[config.mk]
export PLATFORM = sky130hd
export DESIGN_NAME = urx_top
export DESIGN_NICKNAME = d
export VERILOG_FILES = /design/src/common/urx_pkg.sv /design/src/logic/urx_top.sv
export VERILOG_INCLUDE_DIRS = /design/src /design/src/common
export SDC_FILE = /design/constraint.sdc
export NUM_CORES = 1
export LEC_CHECK = 0
export ABC_AREA = 1
export ABC_CLOCK_PERIOD_IN_PS = 4400
export BUFFER_PORTS_ARGS = -buffer_cell sky130_fd_sc_hd__buf_2
export CAP_MARGIN = 20
export CORE_AREA = 2 2 109 111
export DETAILED_ROUTE_END_ITERATION = 7
export DIE_AREA = 0 0 111 113
export PLACE_DENSITY = 0.82
export SKIP_CTS_REPAIR_TIMING = 1
export SKIP_LAST_GASP = 1
export SYNTH_ARGS = -nofsm -noshare
export SYNTH_HDL_FRONTEND = slang
export SYNTH_SLANG_ARGS = --single-unit
[constraint.sdc]
create_clock -name mclk_i -period 4.4 [get_ports mclk_i]
set_clock_uncertainty 0.15 [all_clocks]
set_input_delay 0.22 -clock mclk_i [delete_from_list [all_inputs] [get_ports mclk_i]]
set_output_delay 0.22 -clock mclk_i [all_outputs]
set_load 0.02 [all_outputs]
[src/common/urx_defines.svh]
// Register offsets, field positions, reset values and timing counts
`ifndef URX_DEFINES_SVH
`define URX_DEFINES_SVH

// Byte offsets of the word registers
`define URX_OFS_STATUS 5'h00
`define URX_OFS_CTRL1 5'h04
`define URX_OFS_CTRL2 5'h08
`define URX_OFS_DATA 5'h0c
`define URX_OFS_BAUD 5'h10

// Port status register bits
`define URX_ST_AVAIL 0
`define URX_ST_OVR 1
`define URX_ST_NOISE 2
`define URX_ST_FE 3
`define URX_ST_PE 4
`define URX_ST_RIDLE 5
`define URX_ST_TXE 6
`define URX_ST_TXI 7

// Control register one bits
`define URX_C1_W 5
`define URX_C1_EN 0
`define URX_C1_NINE 1
`define URX_C1_PAR 2
`define URX_C1_ODD 3
`define URX_C1_TWO 4
`define URX_C1_RX8 8

// Control register two bits
`define URX_C2_W 8
`define URX_C2_RECEIVER_ENABLE 0
`define URX_C2_RIE 1
`define URX_C2_TEIE 2
`define URX_C2_TIIE 3
`define URX_C2_ADDRESS_DETECT_ENABLE 4
`define URX_C2_WAKE 5
`define URX_C2_GIE 6
`define URX_C2_PIE 7

// Reset values
`define URX_RST_C1 5'h00
`define URX_RST_C2 8'h00
`define URX_RST_BAUD 8'h00

// Sixteen-times oversampling points inside one bit
`define URX_TICK_S0 4'h7
`define URX_TICK_S1 4'h8
`define URX_TICK_S2 4'h9
`define URX_TICK_LAST 4'hf
`define URX_LAST_BIT8 4'h7
`define URX_LAST_BIT9 4'h8

// Clock start-up interval after a wake-up
`define URX_CLK_MHZ 20
`define URX_STARTUP_NS 1000
`define URX_STARTUP_CYC ((`URX_STARTUP_NS * `URX_CLK_MHZ + 999) / 1000)

`endif

[src/common/urx_pkg.sv]
// Types shared by the serial receive block
package urx_pkg;

  // Receiver states, Gray coded along the frame
  typedef enum logic [2:0] {
    st_idle = 3'h0,
    st_start = 3'h1,
    st_data = 3'h3,
    st_par = 3'h2,
    st_stop = 3'h6,
    st_stop2 = 3'h7
  } urx_rx_st_t;

  // One received word with its error flags
  typedef struct packed {
    logic [8:0] data;
    logic fe;
    logic pe;
    logic nf;
  } urx_entry_t;

  // Avalon-MM request from the master
  typedef struct packed {
    logic read;
    logic write;
    logic [4:0] address;
    logic [31:0] writedata;
    logic [3:0] byteenable;
  } urx_av_req_t;

  // Avalon-MM answer to the master
  typedef struct packed {
    logic [31:0] readdata;
    logic waitrequest;
  } urx_av_rsp_t;

  // All state of the receive block
  typedef struct packed {
    logic ack;
    logic [31:0] rdata;
    logic [4:0] ctl1;
    logic [7:0] ctl2;
    logic [7:0] baud;
    logic [7:0] div_cnt;
    urx_rx_st_t rx_st;
    logic [3:0] tick_cnt;
    logic [3:0] bit_cnt;
    logic [1:0] smp;
    logic [8:0] shreg;
    logic noise;
    logic fe;
    logic pe;
    logic par_acc;
    logic rx_prev;
    logic rx_last;
    urx_entry_t [1:0] rbuf;
    logic rd_ptr;
    logic [1:0] count;
    logic ovr;
    logic stat_seen;
    logic wake_pend;
    logic waking;
    logic [7:0] start_cnt;
    logic run_prev;
    logic txe_prev;
    logic txi_prev;
    logic irq;
    logic wake;
  } urx_state_t;

endpackage : urx_pkg

[src/logic/urx_top.sv]
// Serial port receiver with error flags, interrupt merge and wake-up
//
// Overview of operation
// - Two buffered words; third completing sets overrun
// - Overrun keeps buffer, drops word, may interrupt
// - Overrun clears on status then data read
// - Noise flag rides with word, no own interrupt
// - Noise flag clears by status then data read
// - Low stop bit sets framing flag per word
// - Wrong parity sets parity flag per word
// - Five sources merge into one low pulse
// - Own enables for transmit, shared receive enable
// - Status flags read-only, cleared by sequences only
// - Address detect: interrupt only if top bit set
// - No address detect: interrupt on every word
// - Stopped peripheral clock freezes reception
// - Power-down leaves all registers unchanged
// - Armed RX falling edge with clock off wakes
// - RX ignored during post-wake start-up interval
// - Wake interrupts only with global and port enable
// - Wake interrupt waits for start-up interval end
// - Three samples, majority vote, disagreement means noise
// - Sample sixteen times per bit, shift per bit
`timescale 1ns/1ps
`include "urx_defines.svh"

module urx_top #(
  parameter int STARTUP_CYC = `URX_STARTUP_CYC
) (
  // Clock and reset
  input wire logic mclk_i,
  input wire logic rst_n_i,
  // Register bus
  input wire urx_pkg::urx_av_req_t avs_req_i,
  output urx_pkg::urx_av_rsp_t avs_rsp_o,
  // Serial line and clock status
  input wire logic rx_i,
  input wire logic pclk_run_i,
  // Transmitter conditions
  input wire logic tx_empty_i,
  input wire logic tx_idle_i,
  // Interrupt and wake request
  output logic irq_n_o,
  output logic wake_o
);

  localparam logic [7:0] START_LAST = 8'(STARTUP_CYC - 1);

  urx_pkg::urx_state_t s;
  urx_pkg::urx_state_t n;
  urx_pkg::urx_entry_t hd;
  urx_pkg::urx_entry_t entry;
  logic tick;
  logic done;
  logic push;
  logic pop;
  logic ovr_ev;
  logic rx_ev;
  logic txe_ev;
  logic txi_ev;
  logic wake_fire;
  logic irq_ev;
  logic ie;
  logic top;
  logic vote;
  logic nz;
  logic rd_ld;
  logic data_ld;
  logic stat_ld;
  logic wr_acc;
  logic rx_en;
  logic wake_arm;
  logic [3:0] last_bit;

  // Answer after one wait state; data from flip-flops
  assign avs_rsp_o.waitrequest = (avs_req_i.read | avs_req_i.write) & ~s.ack;
  assign avs_rsp_o.readdata = s.rdata;
  assign irq_n_o = ~s.irq;
  assign wake_o = s.wake;

  // Whole next-state function
  always_comb begin
    n = s;
    hd = (s.count != 2'h0) ? s.rbuf[s.rd_ptr] : '0;
    n.rx_last = rx_i;
    n.wake = 1'b0;
    rd_ld = avs_req_i.read & ~s.ack;
    wr_acc = avs_req_i.write & s.ack & avs_req_i.byteenable[0];
    stat_ld = rd_ld && avs_req_i.address == `URX_OFS_STATUS;
    data_ld = rd_ld && avs_req_i.address == `URX_OFS_DATA;
    n.ack = (avs_req_i.read | avs_req_i.write) & ~s.ack;
    rx_en = s.ctl1[`URX_C1_EN] & s.ctl2[`URX_C2_RECEIVER_ENABLE];
    last_bit = s.ctl1[`URX_C1_NINE] ? `URX_LAST_BIT9 : `URX_LAST_BIT8;
    tick = pclk_run_i && (s.div_cnt == s.baud);
    vote = 1'b0;
    nz = 1'b0;
    done = 1'b0;
    entry = '0;

    // Baud divider gives the 16x sampling tick; halts with the clock
    if (pclk_run_i) begin
      n.div_cnt = tick ? 8'h00 : s.div_cnt + 8'h01;
    end

    // Receive engine; frozen while the peripheral clock is off
    if (!rx_en || s.waking) begin
      n.rx_st = urx_pkg::st_idle;
      // Track the line while waking, so a low held over start-up is no edge
      n.rx_prev = s.waking ? rx_i : 1'b1;
    end else if (tick) begin
      n.rx_prev = rx_i;
      n.tick_cnt = s.tick_cnt + 4'h1;
      if (s.tick_cnt == `URX_TICK_S0) begin
        n.smp[0] = rx_i;
      end
      if (s.tick_cnt == `URX_TICK_S1) begin
        n.smp[1] = rx_i;
      end
      // Majority of three samples, any disagreement is noise
      vote = (s.smp[0] & s.smp[1]) | (s.smp[0] & rx_i) |
             (s.smp[1] & rx_i);
      nz = (s.tick_cnt == `URX_TICK_S2) &&
           !(s.smp[0] == s.smp[1] && s.smp[1] == rx_i);
      if (nz) begin
        n.noise = 1'b1;
      end
      unique case (s.rx_st)
        urx_pkg::st_idle: begin
          // Falling edge only, so a held break never restarts
          if (s.rx_prev && !rx_i) begin
            n.rx_st = urx_pkg::st_start;
            n.tick_cnt = 4'h0;
            n.bit_cnt = 4'h0;
            n.noise = 1'b0;
            n.fe = 1'b0;
            n.pe = 1'b0;
            n.par_acc = 1'b0;
          end
        end
        urx_pkg::st_start: begin
          if (s.tick_cnt == `URX_TICK_S2 && vote) begin
            n.rx_st = urx_pkg::st_idle;
          end else if (s.tick_cnt == `URX_TICK_LAST) begin
            n.rx_st = urx_pkg::st_data;
          end
        end
        urx_pkg::st_data: begin
          // One shift per bit, least significant first
          if (s.tick_cnt == `URX_TICK_S2) begin
            n.shreg = {vote, s.shreg[8:1]};
            n.par_acc = s.par_acc ^ vote;
          end
          if (s.tick_cnt == `URX_TICK_LAST) begin
            n.bit_cnt = s.bit_cnt + 4'h1;
            if (s.bit_cnt == last_bit) begin
              n.rx_st = s.ctl1[`URX_C1_PAR] ? urx_pkg::st_par
                                             : urx_pkg::st_stop;
            end
          end
        end
        urx_pkg::st_par: begin
          if (s.tick_cnt == `URX_TICK_S2) begin
            n.pe = (s.par_acc ^ vote) != s.ctl1[`URX_C1_ODD];
          end
          if (s.tick_cnt == `URX_TICK_LAST) begin
            n.rx_st = urx_pkg::st_stop;
          end
        end
        urx_pkg::st_stop: begin
          if (s.tick_cnt == `URX_TICK_S2) begin
            n.fe = !vote;
            if (!s.ctl1[`URX_C1_TWO]) begin
              done = 1'b1;
              n.rx_st = urx_pkg::st_idle;
            end
          end else if (s.tick_cnt == `URX_TICK_LAST) begin
            n.rx_st = urx_pkg::st_stop2;
          end
        end
        urx_pkg::st_stop2: begin
          // Both stop bits must read high
          if (s.tick_cnt == `URX_TICK_S2) begin
            n.fe = s.fe | !vote;
            done = 1'b1;
            n.rx_st = urx_pkg::st_idle;
          end
        end
        default: begin
          n.rx_st = urx_pkg::st_idle;
        end
      endcase
      entry.data = s.ctl1[`URX_C1_NINE] ? s.shreg : {1'b0, s.shreg[8:1]};
      entry.fe = n.fe;
      entry.pe = s.pe & s.ctl1[`URX_C1_PAR];
      entry.nf = s.noise | nz;
    end

    // Status access arms the clear; data read completes it
    pop = data_ld && s.stat_seen && (s.count != 2'h0);
    push = done && (s.count != 2'h2 || pop);
    ovr_ev = done && s.count == 2'h2 && !pop;
    if (push) begin
      n.rbuf[s.rd_ptr ^ s.count[0]] = entry;
    end
    if (pop) begin
      n.rd_ptr = ~s.rd_ptr;
    end
    n.count = s.count + {1'b0, push} - {1'b0, pop};
    if (stat_ld) begin
      n.stat_seen = 1'b1;
    end else if (data_ld) begin
      n.stat_seen = 1'b0;
    end
    // A new overrun in the clearing cycle wins
    if (ovr_ev) begin
      n.ovr = 1'b1;
    end else if (data_ld && s.stat_seen) begin
      n.ovr = 1'b0;
    end

    // Registers written by software; status is never writable
    if (wr_acc) begin
      unique case (avs_req_i.address)
        `URX_OFS_CTRL1: n.ctl1 = avs_req_i.writedata[`URX_C1_W-1:0];
        `URX_OFS_CTRL2: n.ctl2 = avs_req_i.writedata[`URX_C2_W-1:0];
        `URX_OFS_BAUD: n.baud = avs_req_i.writedata[7:0];
        default: n.ctl1 = s.ctl1;
      endcase
    end

    // Read data captured in the wait cycle; unmapped reads zero
    if (rd_ld) begin
      n.rdata = 32'h0;
      unique case (avs_req_i.address)
        `URX_OFS_STATUS: begin
          n.rdata[`URX_ST_AVAIL] = s.count != 2'h0;
          n.rdata[`URX_ST_OVR] = s.ovr;
          n.rdata[`URX_ST_NOISE] = hd.nf;
          n.rdata[`URX_ST_FE] = hd.fe;
          n.rdata[`URX_ST_PE] = hd.pe;
          n.rdata[`URX_ST_RIDLE] = s.rx_st == urx_pkg::st_idle;
          n.rdata[`URX_ST_TXE] = tx_empty_i;
          n.rdata[`URX_ST_TXI] = tx_idle_i;
        end
        `URX_OFS_CTRL1: begin
          n.rdata[`URX_C1_W-1:0] = s.ctl1;
          n.rdata[`URX_C1_RX8] = hd.data[8];
        end
        `URX_OFS_CTRL2: n.rdata[`URX_C2_W-1:0] = s.ctl2;
        `URX_OFS_DATA: n.rdata[7:0] = hd.data[7:0];
        `URX_OFS_BAUD: n.rdata[7:0] = s.baud;
        default: n.rdata = 32'h0;
      endcase
    end

    // Wake-up: armed falling edge while the clock is stopped
    wake_arm = s.ctl2[`URX_C2_WAKE] & rx_en & s.ctl2[`URX_C2_RIE] &
               !pclk_run_i;
    if (wake_arm && s.rx_last && !rx_i) begin
      n.wake = 1'b1;
      n.wake_pend = 1'b1;
    end
    n.run_prev = pclk_run_i;
    wake_fire = 1'b0;
    if (pclk_run_i && !s.run_prev && s.wake_pend && !s.waking) begin
      n.waking = 1'b1;
      n.start_cnt = 8'h00;
    end else if (s.waking) begin
      n.start_cnt = s.start_cnt + 8'h01;
      if (s.start_cnt == START_LAST) begin
        n.waking = 1'b0;
        n.wake_pend = 1'b0;
        wake_fire = 1'b1;
      end
    end

    // Merge of the five sources into one low pulse
    top = s.ctl1[`URX_C1_NINE] ? entry.data[8] : entry.data[7];
    rx_ev = push && (!s.ctl2[`URX_C2_ADDRESS_DETECT_ENABLE] || top);
    txe_ev = tx_empty_i & !s.txe_prev;
    txi_ev = tx_idle_i & !s.txi_prev;
    n.txe_prev = tx_empty_i;
    n.txi_prev = tx_idle_i;
    ie = s.ctl2[`URX_C2_GIE] & s.ctl2[`URX_C2_PIE];
    irq_ev = ie & ((s.ctl2[`URX_C2_RIE] & (rx_ev | ovr_ev)) |
                   (s.ctl2[`URX_C2_TEIE] & txe_ev) |
                   (s.ctl2[`URX_C2_TIIE] & txi_ev) |
                   wake_fire);
    n.irq = irq_ev & ~s.irq;
  end

  // State register; power modes never touch it
  always_ff @(posedge mclk_i or negedge rst_n_i) begin
    if (!rst_n_i) begin
      s <= '0;
      s.ctl1 <= `URX_RST_C1;
      s.ctl2 <= `URX_RST_C2;
      s.baud <= `URX_RST_BAUD;
      s.rx_prev <= 1'b1;
      s.rx_last <= 1'b1;
      s.rx_st <= urx_pkg::st_idle;
    end else begin
      s <= n;
    end
  end
endmodule : urx_top

* Word level (Yosys, flattened, before mapping)
Cells that the tools add are included.
Word-level totals: bits in registers 111, bits in latches 0, memory bits (writable) 0, memory bits (read-only) 0, output and inout bits 35, logic and storage cells 237, memories kept 0
Operators by class: $add $sub $neg 6, multipliers 0, div/mod/pow operators 0, magnitude comparators 3, equal/unequal tests 33, shifts and indexed selects 0, mux-type cells 69, bitwise gates (word level) 35, reduce and logical (&&, ||, !) cells 53
Operators by type and width (number):
- 12-bit two-way mux | 6
- 9-bit two-way mux | 4
- 3-bit two-way mux | 11
- 1-bit two-way mux | 29
- 27-bit two-way mux | 1
- 5-bit one-hot mux with 5 select lines | 1
- 24-bit bitwise mux | 1
- 1-bit AND | 20
- 1-bit logical AND | 19
- 3-bit one-hot mux with 6 select lines | 1
- 8-bit by 1-bit adder with 8-bit output, second input constant | 2
- 4-bit two-way mux | 4
- 3-bit inequality test, second input constant | 5
- 5-bit AND reduction | 3
- 2-bit nonzero test | 7
- 12-bit demux with 1-bit select | 1
- 4-bit equality test, second input constant | 3
- 4-bit inequality test, second input constant | 3
- 3-bit one-hot mux with 4 select lines | 1
- 1-bit logical NOT | 11
- 11-bit two-way mux | 1
- 5-bit by 4-bit equality test with 1-bit output, second input constant | 2
- 10-bit two-way mux | 1
- 2-bit inequality test, second input constant | 5
- other kinds (32) | 57

* Logic depth before layout (Yosys ltp)
Gate-level depths: netlist (run 1).
depth after elaboration 21, depth in mapped cells 14

* Worst setup path before layout (run 1)
Ideal clock, no wire load.
path type register to register, start point register s[77] (netlist bit), end point register s[18] (netlist bit), library setup time 0.129 ns, arrival time 2.133 ns, data required time 4.121 ns, slack 1.989 ns, cell stages (with the launch flop) 15, path buffers 0, cells stage by stage dfrtp_1 inv_2 nand2_1 nand2_1 nor2_1 nand2_2 nor3_2 nand2_1 nor3_1 nand2_1 ha_1 inv_1 ha_1 xnor2_1 xor2_1
RTL lines:
- start, declared | line urx_top.sv:49 | urx_pkg::urx_state_t s;
- start signal, assigned | line urx_top.sv:303 | s <= n;

==> metrics, run 1 <==
fin nets=850; syn_area_per_cell=between 7 and 8 sq um; Root Driver=clkbuf_16; post-synthesis sequential area ratio=0.4543; Max Clock Freq=between 0.3 and 0.4 GHz; Final Hold Viols=2; Most used DFF post-synth=dfrtp_1; CP bufs+invs=2; Clk pin slew, worst setup/hold paths=~0.07 ns; Hold Crit Class=in2reg; CP Cell Sequence=inv_2, nand2_1, nand2_1, nor2_1, nand2_2, nor3_2, nand2_1, nor3_1, nand2_1, ha_1, inv_1, ha_1, xnor2_1, xor2_1; initial antenna violation count=0; kind of critical path=reg2reg; Post-Route WL=~13 mm; GRT Total Usage=0.2149; layout cell share with drive strength beyond 1=0.1143; H-tree depth=3; number of rows in the core area=39; drt wl/cell=approximately 14 um; area growth from synthesis to layout=7.258%; maxcap violations=0; CP peak stage delay=between 0.5 and 0.6 ns; Slew @ Worst Pin=between 0.9 and 1 ns; Yosys reg bits=111; failing checks=negative hold slack; TritonRoute pass-1 iters=5; cell family with most CP delay=simple AND/OR/NAND/NOR gates; Synth cell types=47; Worst Path Max Fanout=7; 1st-iter DRT viols=433; dominant cell type by area after synthesis=dfrtp_1; CTS tree=done; vias per inst=~5.3; worst setup margin=approximately 1.3 ns; combinational power share=0.173; Clk Latency, worst-skew pair=roughly 0.35 ns; Clk pwr share=0.340; chip width=111 um; Syn Std Cell Area=about 0.006 sq mm; Leakage Power=~3.3 nW; first-pass GRT wire length=21.86 mm; largest net degree at the start of global routing=80; initial core utilization=0.5429; Final Max Tran Viols=0; unrepaired setup endpoints after global routing=false; die area=approximately 0.013 sq mm; DRC Markers=0; Mapped Cells=773; Fillers=slightly below 1k; Critical Path Slowest Stage Cell=nor3_2; number of synthesized flops with an enable pin=0; most common cell after layout, fill and taps aside=nand2_1; Worst IR Drop VDD=0.2952 mV; Synth area leaders=dfrtp_1 45%, nand2_1 13%, inv_1 5.5%; endpoint class of the critical path=flip-flop; Placer Congestion=~0.86; gr ovfl total=0; Critical Path Most Common Cell=nand2_1; critical path required time=approximately 4.5 ns; worst hold slack=-0.0009973 ns; core footprint=between 0.01 and 0.015 sq mm; fin crit share=0.7067; Top-Level Pins=84; dpl ws=1.393 ns; CP Launch Type=flip-flop; Synth top area share=0.4457; Yosys warning total=0; post-route ant nets=0; Slew Limit Headroom=0.3428; DR vias=roughly 5k; # diodes=0; total CTS buffers=9; Net Sw Frac=0.3012; Post-synth ARST share=1.000; cell internal pwr=about 1.8 mW; commonest cells after routing, fill and taps aside=210 x nand2_1, 109 x dfrtp_1, 89 x inv_1, 62 x nor2_1, 52 x o21ai_0; clk buf depth=2; pwr dens=between 300 and 400 mW/mm^2; setup TNS=0 ns; Worst Path Arrival=~3.2 ns; DIE HEIGHT=roughly 110 um; port bufs=33; status=finished, violations left; switching pwr=between 700 and 800 uW; number of clock sinks=between 100 and 150; number of setup violations in the final report=0; minimum clock period=around 3.1 ns; DP HPWL=~9.4 mm; register share of total power=0.487; via count of the first global-routing pass=4581
==> metrics by stage <==
step / instance area (sq um) / utilization / power [mW] / instances
floorplan: 6202 / - / 1.637 / 795
global placement: 6191 / 0.5492 / 1.712 / 918
detailed placement: 6191 / 0.5492 / 1.729 / 918
CTS: 6514 / 0.5779 / 2.600 / 934
global route: 6564 / 0.5823 / 2.739 / 939
finish: 6564 / 0.5823 / 2.603 / 939
==> tightest hold or removal path: stages <==
cell     delay (ns)
buf_2          0.10
inv_1          0.06
o21ai_0        0.08
==> cell type report <==
class	count	area (sq um)	area share
clock inverter	6	83.83	0.01277
tap	143	178.9	0.02726
timing repair buffer	39	225.2	0.03431
sequential	111	2780	0.4236
inverter	93	349.1	0.05318
clock buffer	10	239.0	0.03641
multi-input combinational	537	2708	0.4125
==> registers in the layout (all words and copies together) (netlist names) <==
signal and flops:
s 101, avs_rsp_o 9, wake_o 1
==> routing by layer <==
layer / vias up / wire [um] / share of wire / track usage
met4: 0 / 264 / 0.020 / 0.07750
met1: 2342 / 5981 / 0.45 / 0.2994
li1: 2479 / - / - / -
met5: - / 0 / 0 / 0
met2: 177 / 6142 / 0.47 / 0.3456
met3: 23 / 791 / 0.060 / 0.03267
==> power groups by stage <==
stage | clock network, mW | logic (mW) | registers (mW)
after floorplan | 0 | 0.400 | 1.24
after global placement | 0 | 0.431 | 1.28
after detailed placement | 0 | 0.447 | 1.28
after CTS | 0.888 | 0.446 | 1.27
after global routing | 0.936 | 0.517 | 1.29
final | 0.885 | 0.449 | 1.27
==> path summary, 6_finish.rpt <==
kind / slack (ns) / from / cells after the start / endpoint
max: 1.29 / s[78] / 14 / s[18]
min: -0.001 / avs_req_i[9] / 3 / s[85]
max reg2reg: 1.29 / s[78] / 14 / s[18]
min reg2reg: 0.33 / s[20] / 2 / s[20]
max in group asynchronous: 2.68 / rst_n_i / 3 / s[29]
min in group asynchronous: 0.43 / rst_n_i / 2 / s[74]
==> synth_stat cells, types with 4 or more instances <==
cell type  number
nand3_1        45
clkbuf_1        8
nand2_2         4
a21oi_1        26
buf_4          35
o21ai_0        52
dfrtp_1       109
mux2_2          6
nand4_1        10
o21ai_2         9
xor2_1          6
ha_1           10
nand2_1       210
inv_2           4
o211ai_1        6
nor2_2          4
xnor2_1         4
a31oi_1        10
buf_2           7
nor3_1         17
nor2_1         62
inv_1          89
==> cell families (layout without fill, tap and decap cells) <==
group | count (synthesis) | count (layout) | synth area share
AOI/OAI and AO/OA | 119 | 119 | 0.1137
xor gates and xnor gates | 10 | 10 | 0.01431
adders and majority gates | 10 | 10 | 0.02045
buffers and inverters | 147 | 148 | 0.1167
DFF | 111 | 111 | 0.4543
muxes | 7 | 7 | 0.01268
other | 1 | 23 | 0.0006128
and+or+nand+nor | 368 | 368 | 0.2672
No activity file was read; power rests on OpenSTA's default activity.
==> run 2: changes to the inputs <==
--- a/config.mk
+++ b/config.mk
@@ -7,13 +7,13 @@
 export NUM_CORES = 1
 export LEC_CHECK = 0
 export ABC_AREA = 1
-export ABC_CLOCK_PERIOD_IN_PS = 4400
+export ABC_CLOCK_PERIOD_IN_PS = 2700
 export BUFFER_PORTS_ARGS = -buffer_cell sky130_fd_sc_hd__buf_2
 export CAP_MARGIN = 20
-export CORE_AREA = 2 2 109 111
+export CORE_AREA = 2 2 112 114
 export DETAILED_ROUTE_END_ITERATION = 7
-export DIE_AREA = 0 0 111 113
-export PLACE_DENSITY = 0.82
+export DIE_AREA = 0 0 114 116
+export PLACE_DENSITY = 0.81
 export SKIP_CTS_REPAIR_TIMING = 1
 export SKIP_LAST_GASP = 1
 export SYNTH_ARGS = -nofsm -noshare
==> constraint.sdc (replaced) <==
create_clock -name mclk_i -period 2.7 [get_ports mclk_i]
set_clock_uncertainty 0.15 [all_clocks]
set_input_delay 0.135 -clock mclk_i [delete_from_list [all_inputs] [get_ports mclk_i]]
set_output_delay 0.135 -clock mclk_i [all_outputs]
set_load 0.02 [all_outputs]
==> metrics, run 2 (same netlist as run 1, synthesis figures left out) <==
met2 Use GR=0.3528; layout cell share with drive strength beyond 1=0.1230; DRC Markers=0; Critical Path Most Common Cell=nand2_1; Worst Path Arrival=approximately 2.6 ns; port bufs=33; Max Clock Freq=just under 0.4 GHz; kind of critical path=reg2reg; critical path required time=~2.8 ns; CP Cell Sequence=inv_1, nand2_1, nand2_1, nor2_1, nand2_1, nor3_2, nand2_2, nor3_1, nand2_1, ha_1, inv_1, ha_1, xnor2_2, xor2_1; cell family with most CP delay=simple AND/OR/NAND/NOR gates; first-pass GRT wire length=between 20 and 25 mm; Clk Latency, worst-skew pair=roughly 0.35 ns; Critical Path Slowest Stage Cell=dfrtp_1; DIE HEIGHT=116 um; TritonRoute pass-1 iters=5; fin crit share=0.9415; chip width=roughly 110 um; Worst IR Drop VDD=0.3248 mV; 1st-iter DRT viols=~520; Biggest register=s; footprint of the multi-input gates=approximately 0.0027 sq mm; Reg area=between 0.002 and 0.003 sq mm; total CTS buffers=9; Post-Route WL=roughly 14 mm; Placer Congestion=approximately 0.89; Fillers=about 1.0k; drt wl/cell=between 10 and 15 um; DP HPWL=a little under 10 mm; GR Layer Usage met3=0.02354; number of rows in the core area=40; CTS tree=done; worst setup margin=0.1580 ns; Leakage Power=~3.4 nW; area growth from synthesis to layout=10.41%; CP bufs+invs=2; Root Driver=clkbuf_16; # placed instances=between 900 and 1k; Slew Limit Headroom=0.5326; dpl ws=between 0.15 and 0.2 ns; CP Launch Type=flip-flop; Final Hold Viols=0; unrepaired setup endpoints after global routing=false; GRT Total Usage=0.2111; fin nets=867; final cell count without fillers=between 900 and 1k; CP peak stage delay=between 0.4 and 0.5 ns; Worst Path Max Fanout=4; number of clock sinks=around 110; initial core utilization=0.5138; Clk pin slew, worst setup/hold paths=approximately 0.070 ns; Top-Level Pins=84; post-route ant nets=0; # diodes=0; number of setup violations in the final report=0; clk buf depth=2; minimum clock period=roughly 2.5 ns; initial antenna violation count=0; commonest cells after routing, fill and taps aside=209 x nand2_1, 109 x dfrtp_1, 89 x inv_1, 62 x nor2_1, 52 x o21ai_0; pwr dens=643.8 mW/mm^2; GR peak layer=met2; core footprint=0.01191 sq mm; largest net degree at the start of global routing=51; endpoint class of the critical path=flip-flop; DR vias=5092; most common cell after layout, fill and taps aside=nand2_1; maxcap violations=0; die area=~0.013 sq mm; Final Max Tran Viols=0; max reg flops=roughly 100; Slew @ Worst Pin=approximately 0.7 ns; vias per inst=between 5 and 6; Hold Crit Class=in2reg; gr ovfl total=0; H-tree depth=3; grt met1 use=0.2803; status=complete, no violations; via count of the first global-routing pass=around 4.7k; setup TNS=0 ns
run 2: per-stage QoR:
step / utilization / power, mW / cell area (sq um) / hold slack (ns)
4_1_cts: 0.5540 / 4.337 / 6599 / -0.3799
2_1_floorplan: - / 2.668 / 6202 / -0.3106
3_3_place_gp: 0.5256 / 2.800 / 6261 / -0.006295
5_1_grt: 0.5672 / 4.563 / 6756 / 0.08010
6_report: 0.5672 / 4.350 / 6756 / 0.01272
3_5_place_dp: 0.5256 / 2.838 / 6261 / -0.008287
run 2: routing by layer:
layer,routed length (um),vias to the layer above
met5,0,-
met4,346,0
met3,692,25
met2,6560,155
met1,6153,2399
li1,-,2513
run 2: path summary, 6_finish.rpt:
kind	start	endpoint	slack (ns)	cells after the start
max	s[74]	s[18]	0.16	14
min	avs_req_i[38]	s[15]	0.01	4
max reg2reg	s[74]	s[18]	0.16	14
min reg2reg	s[8]	s[8]	0.33	1
max in group asynchronous	rst_n_i	s[23]	1.55	3
min in group asynchronous	rst_n_i	s[12]	0.15	2
run 2: where the power goes:
part,total [mW],internal (mW),leakage [nW],switching [mW]
sequential,2.06,1.86,1.42,0.201
clock,1.52,0.906,0.166,0.611
combinational,0.769,0.284,1.78,0.485
run 2: area by class of cell:
type | instances | area share
Clock inverter | 6 | 0.01611
Clock buffer | 10 | 0.03389
Inverter | 93 | 0.05167
Sequential cell | 111 | 0.4115
Multi-Input combinational cell | 537 | 0.4022
Tap cell | 147 | 0.02722
Timing Repair Buffer | 56 | 0.05741
run 2: worst reg2reg max path: cells and delay by family, from the launching register on:
family	cells	cell delay, ns
simple gates	8	1.01
fa+ha+maj	2	0.48
flops	1	0.41
xor+xnor	2	0.28
buf+inv	2	0.13
==> run 3: changes to the inputs <==
--- a/config.mk
+++ b/config.mk
@@ -13,6 +13,7 @@
 export CORE_AREA = 2 2 112 114
 export DETAILED_ROUTE_END_ITERATION = 7
 export DIE_AREA = 0 0 114 116
+export HOLD_SLACK_MARGIN = 0.15
 export PLACE_DENSITY = 0.81
 export SKIP_CTS_REPAIR_TIMING = 1
 export SKIP_LAST_GASP = 1
==> metrics, run 3 (same netlist as run 1, synthesis figures left out) <==
status=complete, no violations; initial antenna violation count=0; final core utilization=0.5706; vias per inst=5.325; number of setup violations in the final report=0; clk buf depth=2; Worst Path Arrival=between 2 and 3 ns; core footprint=~0.012 sq mm; CP bufs+invs=2; Critical Path Most Common Cell=nand2_1; first-pass GRT wire length=between 20 and 25 mm; pwr dens=~640 mW/mm^2; most common cell after layout, fill and taps aside=nand2_1; CTS tree=done; total CTS buffers=9; drt wl/cell=approximately 14 um; layout cell share with drive strength beyond 1=0.1224; gr ovfl total=0; commonest cells after routing, fill and taps aside=209 x nand2_1, 109 x dfrtp_1, 89 x inv_1, 62 x nor2_1, 52 x o21ai_0; H-tree depth=3; Leakage Power=~3.4 nW; number of rows in the core area=40; initial core utilization=0.5138; Slew Limit Headroom=0.5898; number of clock sinks=between 100 and 150; Worst IR Drop VDD=between 0.3 and 0.4 mV; Hold Crit Class=in2reg; critical path required time=2.79 ns; minimum clock period=2.538 ns; Post-Route WL=13.77 mm; Critical Path Slowest Stage Cell=dfrtp_1; Worst Path Max Fanout=4; CP peak stage delay=between 0.4 and 0.5 ns; DR vias=~5k; Final Max Tran Viols=0; Biggest register=s; maxcap violations=0; DP Area=0.006261 sq mm; GR peak layer=met2; die area=~0.013 sq mm; unrepaired setup endpoints after global routing=false; Root Driver=clkbuf_16; max reg flops=101; Top-Level Pins=84; GRT Total Usage=0.2111; Max Clock Freq=around 0.4 GHz; met2 Use GR=0.3528; # diodes=0; dpl ws=a little under 0.2 ns; CP Cell Sequence=inv_1, nand2_1, nand2_1, nor2_1, nand2_1, nor3_2, nand2_2, nor3_1, nand2_1, ha_1, inv_1, ha_1, xnor2_2, xor2_1; Clk pin slew, worst setup/hold paths=about 0.07 ns; largest net degree at the start of global routing=51; chip width=~110 um; fin nets=between 800 and 900; DP HPWL=just under 10 mm; worst setup margin=0.1621 ns; Design Area, Final=slightly below 0.007 sq mm; post-route ant nets=0; setup TNS=0 ns; CP Launch Type=flip-flop; Slew @ Worst Pin=slightly above 0.6 ns; Clk Latency, worst-skew pair=0.35 ns; endpoint class of the critical path=flip-flop; port bufs=33; grt met1 use=0.2803; 1st-iter DRT viols=between 500 and 600; R2R setup slack=~0.16 ns; GR Layer Usage met3=0.02354; via count of the first global-routing pass=about 4.7k; Placer Congestion=around 0.89; DRC Markers=0; fin crit share=0.9400; kind of critical path=reg2reg; DIE HEIGHT=116 um; cell family with most CP delay=simple AND/OR/NAND/NOR gates; area growth from synthesis to layout=11.06%; TritonRoute pass-1 iters=5; Final Hold Viols=0
==> run 3: changes by cell type in the layout (fill, tap and decap cells not counted) <==
cell	change
dlygate4sd3_1	+4
==> run 3: through the flow <==
step                hold slack [ns]  power (mW)  std cells
floorplan                   -0.3106       2.668        795
global placement          -0.006295       2.800        929
detailed placement        -0.008287       2.838        929
CTS                         -0.3799       4.337        945
global route                 0.1625       4.568        964
finish                       0.1008       4.353        964
==> run 3: worst min-delay path: cells and delay by family <==
kind	cells	cell delay (ns)
compound gates	1	0.08
simple gates	3	0.27
buf+inv	1	0.09
==> run 3: worst paths after layout <==
kind	depth (start not counted)	endpoint	start
worst max-delay path	14	s[18]	s[74]
worst min-delay path	5	s[15]	avs_req_i[37]
worst max register to register	14	s[18]	s[74]
worst min register to register	1	s[8]	s[8]
max in group asynchronous	3	s[23]	rst_n_i
min in group asynchronous	2	s[8]	rst_n_i
==> run 3: routing by layer <==
layer  routed length (um)  share of wire  vias up
met4                  347          0.025        0
met2                 6594           0.48      154
met1                 6193           0.45     2431
met5                    0              0        -
met3                  631          0.046       27
li1                     -              -     2521
==> run 3: layout make-up <==
cell class,instances,area (sq um)
inverter,93,349.1
clock inverter,6,108.9
clock buffer,10,229.0
multi-input combinational,537,2718
sequential,111,2780
timing repair buffer,60,427.9
tap,147,183.9
fill,1006,5115
==> run 3: where the power goes <==
| part | internal [mW] | switching [mW] |
|---|---|---|
| Clock | 0.906 | 0.610 |
| Combinational | 0.288 | 0.487 |
| Sequential | 1.86 | 0.200 |
